<file path="src/logic/ccc_regs.vh">
// Register map, field positions and constants of the channel coupler
`ifndef CCC_REGS_VH
`define CCC_REGS_VH

// ----------------------------------------
// Register byte offsets
// ----------------------------------------
`define CCC_AW 5
`define CCC_REG_CTRL 5'h00
`define CCC_REG_STAT 5'h04
`define CCC_REG_FUNC 5'h08
`define CCC_REG_DATA 5'h0c
`define CCC_REG_INT 5'h10
`define CCC_REG_MASK 5'h14

// ----------------------------------------
// Control register fields
// ----------------------------------------
`define CCC_CTRL_DUAL 0
`define CCC_CTRL_PAR 1
`define CCC_CTRL_FMT_LO 2
`define CCC_CTRL_FMT_HI 5
`define CCC_CTRL_PATH_LO 6
`define CCC_CTRL_PATH_HI 7
`define CCC_CTRL_W 8
`define CCC_CTRL_RST 8'h02
`define CCC_CMD_INACT 8
`define CCC_CMD_DISC 9
`define CCC_CMD_MCLR 10

// ----------------------------------------
// Interrupt status bits
// ----------------------------------------
`define CCC_INT_W 5
`define CCC_INT_FWD 0
`define CCC_INT_AUTO 1
`define CCC_INT_WORD 2
`define CCC_INT_PERR 3
`define CCC_INT_DEAD 4

// ----------------------------------------
// Channel word layout
// ----------------------------------------
`define CCC_RX_W 16
`define CCC_RX_PAR 12
`define CCC_RX_FUNC 13
`define CCC_RX_FULL 14
`define CCC_RX_INACT 15
`define CCC_TX_W 14
`define CCC_TX_PAR 12
`define CCC_TX_RPLY 13
`define CCC_EQ_HI 11
`define CCC_EQ_LO 9
`define CCC_STS_OPP 10

// ----------------------------------------
// Function codes (octal 0477, 0414, 0012)
// ----------------------------------------
`define CCC_FN_RSV_MAX 12'h13f
`define CCC_FN_AUTO 12'h10c
`define CCC_FN_STAT 12'h00a

// ----------------------------------------
// Formats, paths, data register halves
// ----------------------------------------
`define CCC_FMT_6 4'h6
`define CCC_FMT_7 4'h7
`define CCC_PATH_SP 2'h0
`define CCC_PATH_CL 2'h1
`define CCC_UP_HI 31
`define CCC_UP_LO 20
`define CCC_LO_HI 15
`define CCC_LO_LO 4

// ----------------------------------------
// Timing
// ----------------------------------------
`define CCC_CLK_HZ 10000000
`define CCC_DEAD_S 4
`define CCC_DM_W 26
`define CCC_PH_RST 4'h1

`endif

</file>
<file path="src/logic/ccc_chan_rx.v">
// Receive latches for one channel access
`timescale 1ns/1ns
`include "ccc_regs.vh"

module ccc_chan_rx (
	// Clock and reset
	input wire clk_i,
	input wire rst_n_i,
	// Channel side
	input wire [`CCC_RX_W-1:0] pin_i,
	// Coupler side
	input wire [`CCC_RX_W-1:0] clr_i,
	output wire [`CCC_RX_W-1:0] lat_o
);

genvar b;
generate
	for (b = 0; b < `CCC_RX_W; b = b + 1) begin : g_bit
		reg s1_q;
		reg s2_q;
		reg s3_q;
		reg st_q;
		reg lat_q;
		// Three stage sync; a change counts once stages two and three agree
		always @(posedge clk_i or negedge rst_n_i) begin
			if (!rst_n_i) begin
				s1_q <= 1'b0;
				s2_q <= 1'b0;
				s3_q <= 1'b0;
				st_q <= 1'b0;
				lat_q <= 1'b0;
			end else begin
				s1_q <= pin_i[b];
				s2_q <= s1_q;
				s3_q <= s2_q;
				if (s2_q == s3_q) begin
					st_q <= s3_q;
				end
				// Pulse sets the latch, accept clears it, set wins
				lat_q <= (lat_q & ~clr_i[b]) | (s2_q & s3_q & ~st_q);
			end
		end
		assign lat_o[b] = lat_q;
	end
endgenerate

endmodule

</file>
<file path="src/logic/ccc_chan_tx.v">
// Transmit pulse formers for one channel access
`timescale 1ns/1ns
`include "ccc_regs.vh"

module ccc_chan_tx (
	// Clock and reset
	input wire clk_i,
	input wire rst_n_i,
	// Coupler side
	input wire [`CCC_TX_W-1:0] lvl_i,
	input wire stb_i,
	// Channel side
	output wire [`CCC_TX_W-1:0] pls_o
);

genvar b;
generate
	for (b = 0; b < `CCC_TX_W; b = b + 1) begin : g_bit
		reg p_q;
		// One clock pulse only where the level is high at the strobe
		always @(posedge clk_i or negedge rst_n_i) begin
			if (!rst_n_i) begin
				p_q <= 1'b0;
			end else begin
				p_q <= lvl_i[b] & stb_i;
			end
		end
		assign pls_o[b] = p_q;
	end
endgenerate

endmodule

</file>
<file path="src/logic/ccc_coupler.v">
// Channel coupler control: function check, reserve, connect, transfers
`timescale 1ns/1ns
`include "ccc_regs.vh"

// What this block does
// - Act only on functions whose bits 11..9 hold equipment number zero.
// - Reserve only on equipment zero codes 0000 through 0477 octal.
// - Dual access checks autoload 0414 and status 0012; single only autoload.
// - Handle autoload, and status when dual, here; forward all others.
// - Deadman restarts on reserve and subsystem word moves; limit four seconds.
// - Reserve clears on inactive, subsystem inactive or disconnect, clear, expiry.
// - Dual access connects to whichever access first gets a legal function.
// - Other access gets only status replies, with bit 10 set.
// - Nonstatus on unconnected access waits; its inactive or clear drops it.
// - Autoload code starts the autoload sequence toward the control logic.
// - Ready/resume handshakes; format and path come from subsystem writes.
// - 32-bit data register; upper holds even words, lower odd words.
// - Formats six and seven use only the upper half.
// - 12-bit words sit in the top bits of a half.
// - Generate channel parity and check it on function words, disabled by a configuration bit.
// - Four phases of the channel clock time receive, transmit and passes.
// - Receive latch sets on a pulse, cleared after the bit is taken.
// - Transmit pulse only where the level input is high.
module ccc_coupler #(
	parameter DEADMAN_CYC = `CCC_DEAD_S * `CCC_CLK_HZ
) (
	// Clock and reset
	input wire clk_i,
	input wire rst_n_i,
	// Avalon-MM slave
	input wire [`CCC_AW-1:0] avs_address_i,
	input wire avs_read_i,
	input wire avs_write_i,
	input wire [31:0] avs_writedata_i,
	input wire [3:0] avs_byteenable_i,
	output wire [31:0] avs_readdata_o,
	output wire avs_waitrequest_o,
	output wire irq_o,
	// Channel accesses
	input wire [`CCC_RX_W-1:0] ch0_rx_i,
	input wire [`CCC_RX_W-1:0] ch1_rx_i,
	output wire [`CCC_TX_W-1:0] ch0_tx_o,
	output wire [`CCC_TX_W-1:0] ch1_tx_o,
	// Control logic
	output wire cl_ireq_o,
	output wire [15:0] cl_idata_o,
	input wire cl_irply_i,
	input wire cl_oreq_i,
	input wire [15:0] cl_odata_i,
	output wire cl_orply_o,
	output wire autoload_o
);

// Deadman compare value, cut on purpose to the counter width
localparam [31:0] DM_FULL = DEADMAN_CYC - 1;
localparam [`CCC_DM_W-1:0] DM_LAST = DM_FULL[`CCC_DM_W-1:0];

// ----------------------------------------
// Reset release
// ----------------------------------------
reg rs1_q;
reg rs2_q;
wire rst_n;

// Two stage release of the asynchronous reset
always @(posedge clk_i or negedge rst_n_i) begin
	if (!rst_n_i) begin
		rs1_q <= 1'b0;
		rs2_q <= 1'b0;
	end else begin
		rs1_q <= 1'b1;
		rs2_q <= rs1_q;
	end
end
assign rst_n = rs2_q;

// ----------------------------------------
// State
// ----------------------------------------
reg wait_q;
reg [31:0] rdata_q;
reg irq_q;
reg [`CCC_CTRL_W-1:0] ctrl_q;
reg [`CCC_INT_W-1:0] int_q;
reg [`CCC_INT_W-1:0] mask_q;
reg [3:0] ph_q;
reg rsv_q;
reg [1:0] conn_q;
reg [1:0] pend_q;
reg [23:0] pfn_q;
reg [11:0] fn_q;
reg fsrc_q;
reg fvld_q;
reg auto_q;
reg [31:0] data_q;
reg wsel_q;
reg wrdy_q;
reg half_q;
reg [1:0] snd_q;
reg [27:0] txw_q;
reg [1:0] txv_q;
reg [`CCC_DM_W-1:0] dm_q;
reg ireq_q;
reg [15:0] idata_q;
reg irp_q;
reg orp_q;
reg opq_q;
integer k;

// ----------------------------------------
// Channel receive and transmit
// ----------------------------------------
wire [31:0] rx_pin = {ch1_rx_i, ch0_rx_i};
wire [31:0] rx;
wire [31:0] rx_clr;
wire [27:0] tx_pls;
wire [1:0] en;
wire [1:0] vf;
wire [1:0] eq0;
wire [1:0] inr;
wire [1:0] isal;
wire [1:0] isst;
wire [1:0] blk;
wire [1:0] take;
wire [1:0] hold;
wire [1:0] strep;
wire [1:0] dw;
wire [1:0] inact;
wire [1:0] perr;
wire [23:0] code;

wire dual = ctrl_q[`CCC_CTRL_DUAL];
wire par_en = ctrl_q[`CCC_CTRL_PAR];
wire [3:0] fmt = ctrl_q[`CCC_CTRL_FMT_HI:`CCC_CTRL_FMT_LO];
wire [1:0] path = ctrl_q[`CCC_CTRL_PATH_HI:`CCC_CTRL_PATH_LO];
wire fmt67 = (fmt == `CCC_FMT_6) | (fmt == `CCC_FMT_7);
wire ph_rx = ph_q[0];
wire ph_tx = ph_q[1];
wire ph_snd = ph_q[3];

genvar g;
generate
	for (g = 0; g < 2; g = g + 1) begin : g_acc
		wire [`CCC_RX_W-1:0] r = rx[g*16 +: 16];
		wire fnew = r[`CCC_RX_FUNC];
		wire [11:0] c = fnew ? r[11:0] : pfn_q[g*12 +: 12];
		wire flag = fnew | r[`CCC_RX_FULL] | r[`CCC_RX_INACT];
		assign en[g] = (g == 0) | dual;
		assign code[g*12 +: 12] = c;
		assign vf[g] = en[g] & ph_rx &
			(fnew | (pend_q[g] & ~conn_q[1-g]));
		assign eq0[g] = (c[`CCC_EQ_HI:`CCC_EQ_LO] == 3'h0);
		assign inr[g] = (c <= `CCC_FN_RSV_MAX);
		assign isal[g] = (c == `CCC_FN_AUTO);
		assign isst[g] = dual & (c == `CCC_FN_STAT);
		// Access one loses a same cycle race to access zero
		if (g == 1) begin : g_b1
			assign blk[g] = conn_q[0] | (take[0] & inr[0]);
		end else begin : g_b0
			assign blk[g] = conn_q[1];
		end
		assign take[g] = vf[g] & eq0[g] & ~isst[g] & ~blk[g];
		assign hold[g] = vf[g] & eq0[g] & ~isst[g] & blk[g];
		assign strep[g] = vf[g] & eq0[g] & isst[g];
		assign dw[g] = en[g] & ph_rx & r[`CCC_RX_FULL] & rsv_q &
			(conn_q[g] | ~dual);
		assign inact[g] = en[g] & ph_rx & r[`CCC_RX_INACT];
		assign perr[g] = par_en & ph_rx & fnew & ~(^r[12:0]);
		// Latches are freed once the receive phase has taken the word
		assign rx_clr[g*16 +: 16] = {16{ph_rx & flag}};

		ccc_chan_rx u_rx (
			.clk_i(clk_i),
			.rst_n_i(rst_n),
			.pin_i(rx_pin[g*16 +: 16]),
			.clr_i(rx_clr[g*16 +: 16]),
			.lat_o(rx[g*16 +: 16])
		);
		ccc_chan_tx u_tx (
			.clk_i(clk_i),
			.rst_n_i(rst_n),
			.lvl_i(txw_q[g*14 +: 14]),
			.stb_i(ph_tx & txv_q[g]),
			.pls_o(tx_pls[g*14 +: 14])
		);
	end
endgenerate

// ----------------------------------------
// Bus decode and events
// ----------------------------------------
wire acc = (avs_read_i | avs_write_i) & ~wait_q;
wire wr = acc & avs_write_i;
wire rd = acc & avs_read_i;
wire wr_ctrl = wr & (avs_address_i == `CCC_REG_CTRL);
wire wr_data = wr & (avs_address_i == `CCC_REG_DATA);
wire wr_mask = wr & (avs_address_i == `CCC_REG_MASK);
wire rd_data = rd & (avs_address_i == `CCC_REG_DATA);
wire mclr = wr_ctrl & avs_writedata_i[`CCC_CMD_MCLR];
wire ss_drop = wr_ctrl & (avs_writedata_i[`CCC_CMD_INACT] |
	avs_writedata_i[`CCC_CMD_DISC]);
wire dm_exp = rsv_q & (dm_q == DM_LAST);
wire own_inact = |(inact & (conn_q | {1'b0, ~dual}));
wire irp_rise = cl_irply_i & ~irp_q;
wire op_rise = cl_oreq_i & ~opq_q;
wire cl_path = (path == `CCC_PATH_CL);
wire sp_path = (path == `CCC_PATH_SP);
wire wd_done = |dw & (fmt67 | wsel_q);
wire [1:0] cix = {conn_q[1], ~conn_q[1]};
wire [31:0] bm = {{8{avs_byteenable_i[3]}}, {8{avs_byteenable_i[2]}},
	{8{avs_byteenable_i[1]}}, {8{avs_byteenable_i[0]}}};
wire [31:0] wmix = (data_q & ~bm) | (avs_writedata_i & bm);
wire dm_kick = |(take & inr) | rd_data | wr_data | irp_rise |
	(op_rise & cl_path);
wire [`CCC_INT_W-1:0] ev;
assign ev[`CCC_INT_FWD] = |(take & ~isal);
assign ev[`CCC_INT_AUTO] = |(take & isal);
assign ev[`CCC_INT_WORD] = wd_done;
assign ev[`CCC_INT_PERR] = |perr;
assign ev[`CCC_INT_DEAD] = dm_exp;

// Read data multiplexer
reg [31:0] rmux;
always @* begin
	rmux = 32'h0;
	case (avs_address_i)
		`CCC_REG_CTRL: rmux[`CCC_CTRL_W-1:0] = ctrl_q;
		`CCC_REG_STAT: rmux[8:0] = {half_q, wrdy_q, auto_q, pend_q,
			conn_q, fvld_q, rsv_q};
		`CCC_REG_FUNC: rmux[13:0] = {fvld_q, fsrc_q, fn_q};
		`CCC_REG_DATA: rmux = data_q;
		`CCC_REG_INT: rmux[`CCC_INT_W-1:0] = int_q;
		`CCC_REG_MASK: rmux[`CCC_INT_W-1:0] = mask_q;
		default: rmux = 32'h0;
	endcase
end

// ----------------------------------------
// Bus slave, interrupt and phase clock
// ----------------------------------------
always @(posedge clk_i or negedge rst_n) begin
	if (!rst_n) begin
		wait_q <= 1'b1;
		rdata_q <= 32'h0;
		irq_q <= 1'b0;
		ctrl_q <= `CCC_CTRL_RST;
		mask_q <= {`CCC_INT_W{1'b0}};
		int_q <= {`CCC_INT_W{1'b0}};
		ph_q <= `CCC_PH_RST;
	end else begin
		// One wait cycle, then the request is taken
		wait_q <= ~((avs_read_i | avs_write_i) & wait_q);
		// Read data only moves on a read, so it holds across writes
		if (avs_read_i & wait_q) begin
			rdata_q <= rmux;
		end
		if (wr_ctrl) begin
			ctrl_q <= wmix[`CCC_CTRL_W-1:0];
		end
		if (wr_mask) begin
			mask_q <= wmix[`CCC_INT_W-1:0];
		end
		// Read clears the sticky bits, a new event wins
		if (rd & (avs_address_i == `CCC_REG_INT)) begin
			int_q <= ev;
		end else begin
			int_q <= int_q | ev;
		end
		irq_q <= |(int_q & mask_q);
		// Receive, transmit, pass-on and pass-back phases
		ph_q <= {ph_q[2:0], ph_q[3]};
	end
end

// ----------------------------------------
// Deadman timer
// ----------------------------------------
always @(posedge clk_i or negedge rst_n) begin
	if (!rst_n) begin
		dm_q <= {`CCC_DM_W{1'b0}};
	end else if (!rsv_q | dm_kick | dm_exp) begin
		dm_q <= {`CCC_DM_W{1'b0}};
	end else begin
		dm_q <= dm_q + 1'b1;
	end
end

// ----------------------------------------
// Function handling, reserve and connect
// ----------------------------------------
always @(posedge clk_i or negedge rst_n) begin
	if (!rst_n) begin
		rsv_q <= 1'b0;
		conn_q <= 2'h0;
		pend_q <= 2'h0;
		pfn_q <= 24'h0;
		fn_q <= 12'h0;
		fsrc_q <= 1'b0;
		fvld_q <= 1'b0;
		auto_q <= 1'b0;
		txw_q <= 28'h0;
		txv_q <= 2'h0;
	end else begin
		if (rd & (avs_address_i == `CCC_REG_FUNC)) begin
			fvld_q <= 1'b0;
		end
		txv_q <= txv_q & ~{2{ph_tx}};
		for (k = 0; k < 2; k = k + 1) begin
			if (take[k]) begin
				pend_q[k] <= 1'b0;
				if (inr[k]) begin
					rsv_q <= 1'b1;
					conn_q[k] <= dual;
				end
				if (isal[k]) begin
					auto_q <= 1'b1;
				end else begin
					fn_q <= code[k*12 +: 12];
					fsrc_q <= k[0];
					fvld_q <= 1'b1;
				end
			end
			if (hold[k]) begin
				pend_q[k] <= 1'b1;
				pfn_q[k*12 +: 12] <= code[k*12 +: 12];
			end
			if (strep[k]) begin
				txw_q[k*14 +: 14] <= {1'b0,
					par_en & ~^{conn_q[1-k], 7'h0, wrdy_q, auto_q, rsv_q},
					1'b0, conn_q[1-k], 7'h0, wrdy_q, auto_q, rsv_q};
				txw_q[k*14 + `CCC_STS_OPP] <= conn_q[1-k];
				txv_q[k] <= 1'b1;
			end
			// Resume to the sender once a data word is taken
			if (dw[k]) begin
				txw_q[k*14 +: 14] <= {1'b1, 13'h0};
				txv_q[k] <= 1'b1;
			end
			// Word to send goes out on the owning access
			if (ph_snd & cix[k] & rsv_q & |snd_q & ~txv_q[k]) begin
				txw_q[k*14 +: 14] <= snd_q[1] ?
					{1'b0, par_en & ~^data_q[`CCC_UP_HI:`CCC_UP_LO],
					data_q[`CCC_UP_HI:`CCC_UP_LO]} :
					{1'b0, par_en & ~^data_q[`CCC_LO_HI:`CCC_LO_LO],
					data_q[`CCC_LO_HI:`CCC_LO_LO]};
				txv_q[k] <= 1'b1;
			end
			if (inact[k]) begin
				pend_q[k] <= 1'b0;
			end
		end
		if (own_inact | ss_drop | dm_exp | mclr) begin
			rsv_q <= 1'b0;
			conn_q <= 2'h0;
			auto_q <= 1'b0;
		end
		if (mclr) begin
			pend_q <= 2'h0;
			fvld_q <= 1'b0;
		end
	end
end

// ----------------------------------------
// Data register and transfer coordination
// ----------------------------------------
always @(posedge clk_i or negedge rst_n) begin
	if (!rst_n) begin
		data_q <= 32'h0;
		wsel_q <= 1'b0;
		wrdy_q <= 1'b0;
		half_q <= 1'b0;
		snd_q <= 2'h0;
		ireq_q <= 1'b0;
		idata_q <= 16'h0;
		irp_q <= 1'b0;
		orp_q <= 1'b0;
		opq_q <= 1'b0;
	end else begin
		irp_q <= cl_irply_i;
		opq_q <= cl_oreq_i;
		// Incoming channel words fill upper half first, lower next
		for (k = 0; k < 2; k = k + 1) begin
			if (dw[k]) begin
				if (fmt67 | ~wsel_q) begin
					data_q[31:16] <= {rx[k*16 +: 12], 4'h0};
				end else begin
					data_q[15:0] <= {rx[k*16 +: 12], 4'h0};
				end
				wsel_q <= ~fmt67 & ~wsel_q;
			end
		end
		if (rd_data & sp_path) begin
			wrdy_q <= 1'b0;
		end
		if (wd_done) begin
			wrdy_q <= 1'b1;
		end
		// Control logic input handshake, one half per request
		if (wrdy_q & cl_path & ~ireq_q & ~irp_q) begin
			ireq_q <= 1'b1;
			idata_q <= half_q ? data_q[15:0] : data_q[31:16];
		end
		if (irp_rise & ireq_q) begin
			ireq_q <= 1'b0;
			if (fmt67 | half_q) begin
				wrdy_q <= wd_done;
				half_q <= 1'b0;
			end else begin
				half_q <= 1'b1;
			end
		end
		// Outgoing words from the bus or the control logic
		if (ph_snd & rsv_q & |snd_q & ~|(txv_q & cix)) begin
			snd_q <= {1'b0, snd_q[1] & snd_q[0]};
		end
		if (wr_data & sp_path) begin
			data_q <= wmix;
			snd_q <= {1'b1, ~fmt67};
		end
		if (op_rise & cl_path) begin
			data_q[31:16] <= cl_odata_i;
			snd_q <= 2'h2;
			orp_q <= 1'b1;
		end else if (!cl_oreq_i) begin
			orp_q <= 1'b0;
		end
		if (mclr) begin
			wsel_q <= 1'b0;
			wrdy_q <= 1'b0;
			half_q <= 1'b0;
			snd_q <= 2'h0;
			ireq_q <= 1'b0;
		end
	end
end

// ----------------------------------------
// Outputs
// ----------------------------------------
assign avs_readdata_o = rdata_q;
assign avs_waitrequest_o = wait_q;
assign irq_o = irq_q;
assign ch0_tx_o = tx_pls[13:0];
assign ch1_tx_o = tx_pls[27:14];
assign cl_ireq_o = ireq_q;
assign cl_idata_o = idata_q;
assign cl_orply_o = orp_q;
assign autoload_o = auto_q;

endmodule

</file>
<file path="config.mk">
export PLATFORM = sky130hd
export DESIGN_NAME = ccc_coupler
export DESIGN_NICKNAME = d
export VERILOG_FILES = /design/src/logic/ccc_chan_rx.v /design/src/logic/ccc_chan_tx.v /design/src/logic/ccc_coupler.v
export VERILOG_INCLUDE_DIRS = /design/src /design/src/logic
export SDC_FILE = /design/constraint.sdc
export NUM_CORES = 1
export LEC_CHECK = 0
export BUFFER_PORTS_ARGS = -buffer_cell sky130_fd_sc_hd__buf_4
export CAP_MARGIN = 20
export CORE_MARGIN = 2
export CORE_UTILIZATION = 55
export DETAILED_ROUTE_END_ITERATION = 7
export GPL_TIMING_DRIVEN = 0
export PLACE_DENSITY_LB_ADDON = 0.15
export SYNTH_ARGS = -nofsm -noshare
export SYNTH_HDL_FRONTEND = slang
export SYNTH_SLANG_ARGS = --single-unit
</file>
<file path="constraint.sdc">
create_clock -name clk_i -period 15.1 [get_ports clk_i]
set_input_delay 3.02 -clock clk_i [delete_from_list [all_inputs] [get_ports clk_i]]
set_output_delay 3.02 -clock clk_i [all_outputs]
set_load 0.005 [all_outputs]
</file>
# Word level (Yosys, flattened, before mapping)
# Index checks and enable logic that the tools add are counted.
# classes
addsub,1
order_cmp,2
n_eq_ne,46
muxes,87
bitwise,322
reduce_logical,35
# op_table
cell,n
1-bit bitwise AND,200
16-bit 2-to-1 mux,6
32-bit 2-to-1 mux,3
14-bit 2-to-1 mux,6
12-bit 2-to-1 mux,6
32-bit bitwise AND,2
1-bit bitwise OR,56
1-bit 2-to-1 mux,52
1-bit NOT,51
1-bit equality test,32
32-bit NOT,1
32-bit bitwise OR,1
5-bit case mux with 6 select lines,1
"26-bit by 1-bit adder with 26-bit output, second input constant",1
"26-bit equality test, second input constant",1
26-bit 2-to-1 mux,1
13-bit parity,2
"12-bit by 4-bit equality test with 1-bit output, second input constant",2
"12-bit by 9-bit equality test with 1-bit output, second input constant",2
"12-bit by 9-bit <= comparator with 1-bit output, second input constant",2
12-bit XNOR reduction,2
11-bit XNOR reduction,2
18-bit 2-to-1 mux,1
2-bit OR reduction,8
other kinds (26),52
# totals
ff_bits,403
inputBits,95
output_inout_bits,81

# Logic depth before layout (Yosys ltp)
# logic_depth
word_depth,20
depth_mapped,10
depth_no_buf,7

# Modules after synthesis
# A second synthesis with hierarchy kept.
# unflattened
cells_unflattened,1535
area_unflattened_um2,17810.8
# by_module_without_submodules
mod,instances,cells_each,area_each_um2,seq_area_each_um2
ccc_coupler,1,1097,11111.9,5383.9
ccc_chan_rx,2,176,2782.7,2001.9
ccc_chan_tx,2,43,566.8,350.3

# Worst setup path before layout
# Ideal clock, no wire load.
# synth_path
kind,in2reg
startpoint,input port avs_address_i[4]
endpoint,register snd_q[0]
setup_time_ns,0.094
t_arrival_ns,4.626
required_ns,15.006
slack_ns,10.380
path_stages,10
cell_sequence,buf_2 -> nor2b_1 -> clkbuf_1 -> and2_0 -> clkbuf_1 -> and3_1 -> buf_2 -> buf_2 -> nand2_1 -> a211oi_1
# synth_via
elab_chain_cells,6
word_cells_on_any_way,10
# synth_rtl
element,line,source
from (decl),ccc_coupler.v:31,"input wire [`CCC_AW-1:0] avs_address_i,"
5-bit by 4-bit equality test with 1-bit output,-,
1-bit bitwise AND,ccc_coupler.v:196,wire wr_data = wr & (avs_address_i == `CCC_REG_DATA);
1-bit bitwise AND,ccc_coupler.v:417,if (wr_data & sp_path) begin
2-bit 2-to-1 mux,ccc_coupler.v:417,
2-bit 2-to-1 mux,ccc_coupler.v:421,if (op_rise & cl_path) begin
2-bit 2-to-1 mux,ccc_coupler.v:428,if (mclr) begin
to (signal assigned),ccc_coupler.v:415,"snd_q <= {1'b0, snd_q[1] & snd_q[0]};"
to (signal assigned),ccc_coupler.v:419,"snd_q <= {1'b1, ~fmt67};"
to (decl),ccc_coupler.v:99,reg [1:0] snd_q;
# Several ways; a longest one is shown, not always the timed one.
# A chain may end at the register's enable or synchronous reset.

==> impl_metrics.env <==
export IMPL_status="finished, final reports clean"
export IMPL_mostFrequentLayoutCell="dfrtp_1"
export IMPL_die_h_um=182
export IMPL_drive_above_1_share=0.206
export IMPL_place_ws_ps=9560
export IMPL_grt_pass1_wl_mm=67.9
export IMPL_fin_crit_sh=0.336
export IMPL_postRouteAntennaNets=0
export IMPL_tightest_slew_ps=1040
export IMPL_initial_core_util=0.554
export IMPL_fin_cells=2177
export IMPL_rsz0062_at_grt="no"
export IMPL_fmax_ghz=0.197
export IMPL_maxCapViolations=0
export IMPL_p_int_mw=1.98
export IMPL_synth_largest_area_cell="dfrtp_1"
export IMPL_synthToLayoutAreaGrowth_pct=18.8
export IMPL_ir_drop_mv=0.0969
export IMPL_path_max_fanout=10
export IMPL_yosysWarnings=0
export IMPL_cts_resized=0
export IMPL_path_class="in2reg"
export IMPL_grt_total_usage=0.264
export IMPL_first_global_vias=12451
export IMPL_crit_chain="buf_4 > nor3b_1 > nand4_1 > clkbuf_1 > o211ai_1 > o21ai_1 > a221oi_1"
export IMPL_power_density_nw_per_um2=133
export IMPL_skew_ps=15.7
export IMPL_nFillCells=2476
export IMPL_postCtsSetupRepairBufs=0
export IMPL_wl_mm=42.6
export IMPL_path_clk_slew_ps=60
export IMPL_syn_nets=1653
export IMPL_critPathSlowestCell="nor3b_1"
export IMPL_routed_via_density=5.69
export IMPL_grt_max_degree=73
export IMPL_drv_slew=0
export IMPL_place_gp_congestion=0.931
export IMPL_p_seq_frac=0.476
export IMPL_rows=65
export IMPL_synth_seq_cells=403
export IMPL_critPathArrivalTime_ps=5500
export IMPL_rrSetupSlack_ps=12100
export IMPL_grt_ovfl_total=0
export IMPL_netlist_area_um2=17300
export IMPL_layout_common_cells="dfrtp_1, buf_4, nand2_1"
export IMPL_dp_hpwl_mm=31.2
export IMPL_antenna_found_initial=0
export IMPL_crit_path_start_kind="input pin"
export IMPL_wl_per_cell_um=19.6
export IMPL_drt_iter0_markers=898
export IMPL_final_nets=1874
export IMPL_finalWorstSetupSlack_ps=10020
export IMPL_clk_latency_ps=530
export IMPL_htreeDepth=2
export IMPL_combPwrFrac=0.168
export IMPL_hold_buffers=0
export IMPL_fin_crit_ps=5080
export IMPL_portBuffers=172
export IMPL_syn_avg_cell_area_um2=11.4
export IMPL_synth_cell_types=71
export IMPL_diodes=0
export IMPL_setup_viol=0
export IMPL_synth_flop_cell="dfrtp_1"
export IMPL_synth_enable_flop_cells=0
export IMPL_cp_end_kind="register"
export IMPL_clockBufferDepth=3
export IMPL_clockPowerShare=0.356
export IMPL_cts_tree="built"
export IMPL_hold_violations=0
export IMPL_num_io_pins=176
export IMPL_swShare=0.278
export IMPL_synth_top_area_share=0.577
export IMPL_drtPass1Iterations=6
export IMPL_dp_cells=2105
export IMPL_power_leakage_nw=9.86
export IMPL_maxSlewHeadroom=0.300
export IMPL_numCtsBuffers=41
export IMPL_die_x_um=182
export IMPL_clock_sinks=403
export IMPL_synthArstFlopShare=1.00
export IMPL_core_area_um2=31300
export IMPL_vias=12389
export IMPL_synthTopCellsByArea="dfrtp_1, mux2i_1, mux2_2"
export IMPL_worstPathRequired_ps=15520
export IMPL_p_sw_mw=0.762
export IMPL_die_area_um2=33000
export IMPL_seq_area_frac_synth=0.582
export IMPL_drcViolationCount=0
export IMPL_utilization=0.658
export IMPL_hold_class="reg2async"
export IMPL_syn_inst=1525
export IMPL_root_buffer="clkbuf_16"
export IMPL_max_stage_delay_ps=580
metal layers:
metal	wire length, µm	share of wire	global-route usage	up-vias
met5	0	0	0	-
li1	-	-	-	5745
met1	18100	0.42	0.352	6111
met4	1470	0.034	0.0956	0
met3	2610	0.061	0.0459	92
met2	20500	0.48	0.438	441
through the flow:
step           hold slack [ps]  area (µm²)  setup TNS [ps]  power, mW
2_1_floorplan              331       17300               0       1.58
3_3_place_gp               331       19100         -397260       1.76
3_5_place_dp               335       19300               0       1.78
4_1_cts                    345       20600               0       2.76
5_1_grt                    348       20600               0       2.86
6_report                   338       20600               0       2.74
state kept, by name, summed over array words and instances (netlist names), 4 cells and up, named ones only:
register,flops
g_acc.u_tx.g_bit.p_q,28
dm_q,26
avs_readdata_o,32
g_acc.u_rx.g_bit.st_q,32
txw_q,28
mask_q,5
g_acc.u_rx.g_bit.s2_q,32
ph_q,4
ctrl_q,8
g_acc.u_rx.g_bit.s3_q,32
cl_idata_o,16
fn_q,12
g_acc.u_rx.g_bit.s1_q,32
pfn_q,24
int_q,5
g_acc.u_rx.g_bit.lat_q,32
data_q,8
area by class of cell:
cell class                      instances  area, µm²  share of cell area
Buffer                                102        548              0.0266
Clock buffer                           61       1210              0.0589
Clock inverter                         11       83.8             0.00407
Inverter                               58        218              0.0106
Multi-Input combinational cell        962       6480               0.315
Sequential cell                       403      10100               0.490
Tap cell                              402        503              0.0244
Timing Repair Buffer                  178       1460              0.0707
cells by family after synthesis:
group                      count (synthesis)  synth area share
AOI/OAI and AO/OA                        283             0.106
xor gates and xnor gates                  74            0.0374
adders and majority gates                 33            0.0238
buffers and inverters                    160            0.0442
DFF                                      403             0.582
muxes                                    137            0.0836
other                                      1          0.000216
and+or+nand+nor                          434             0.123
critical path: cells and delay by family:
| family | cells | cell delay, ps |
|---|---|---|
| compound gates | 3 | 970 |
| simple gates | 2 | 1000 |
| buf+inv | 2 | 500 |
synth_stat cells, drive strengths merged (24+ instances only):
cell and count:
o21ai 96, nand2 152, inv 58, clkbuf 52, o22ai 33, buf 50, mux2 62, nor2 122
and3 31, xnor2 51, mux2i 75, ha 33, a221oi 24, a21oi 54, dfrtp 400
path summary, 6_finish.rpt:
kind	depth (start not counted)	start	endpoint
max	7	avs_address_i[1]	register
min	0	rs2_q	avs_readdata_o[5]
max reg2reg	8	dm_q[3]	dm_q[24]
min reg2reg	0	rs2_q	avs_readdata_o[5]
max in group asynchronous	1	rst_n_i	rs2_q
min in group clk_i	0	g_acc[0].u_rx.g_bit[13].s1_q	g_acc[0].u_rx.g_bit[13].s2_q
power groups by stage:
| stage | Sequential [mW] | Combinational [mW] | Clock [mW] |
|---|---|---|---|
| floorplan | 1.28 | 0.293 | 0 |
| finish | 1.31 | 0.460 | 0.978 |
| global route | 1.32 | 0.506 | 1.04 |
| global placement | 1.34 | 0.424 | 0 |
| CTS | 1.30 | 0.460 | 0.999 |
| detailed placement | 1.32 | 0.457 | 0 |
(Power assumes the default switching activity.)
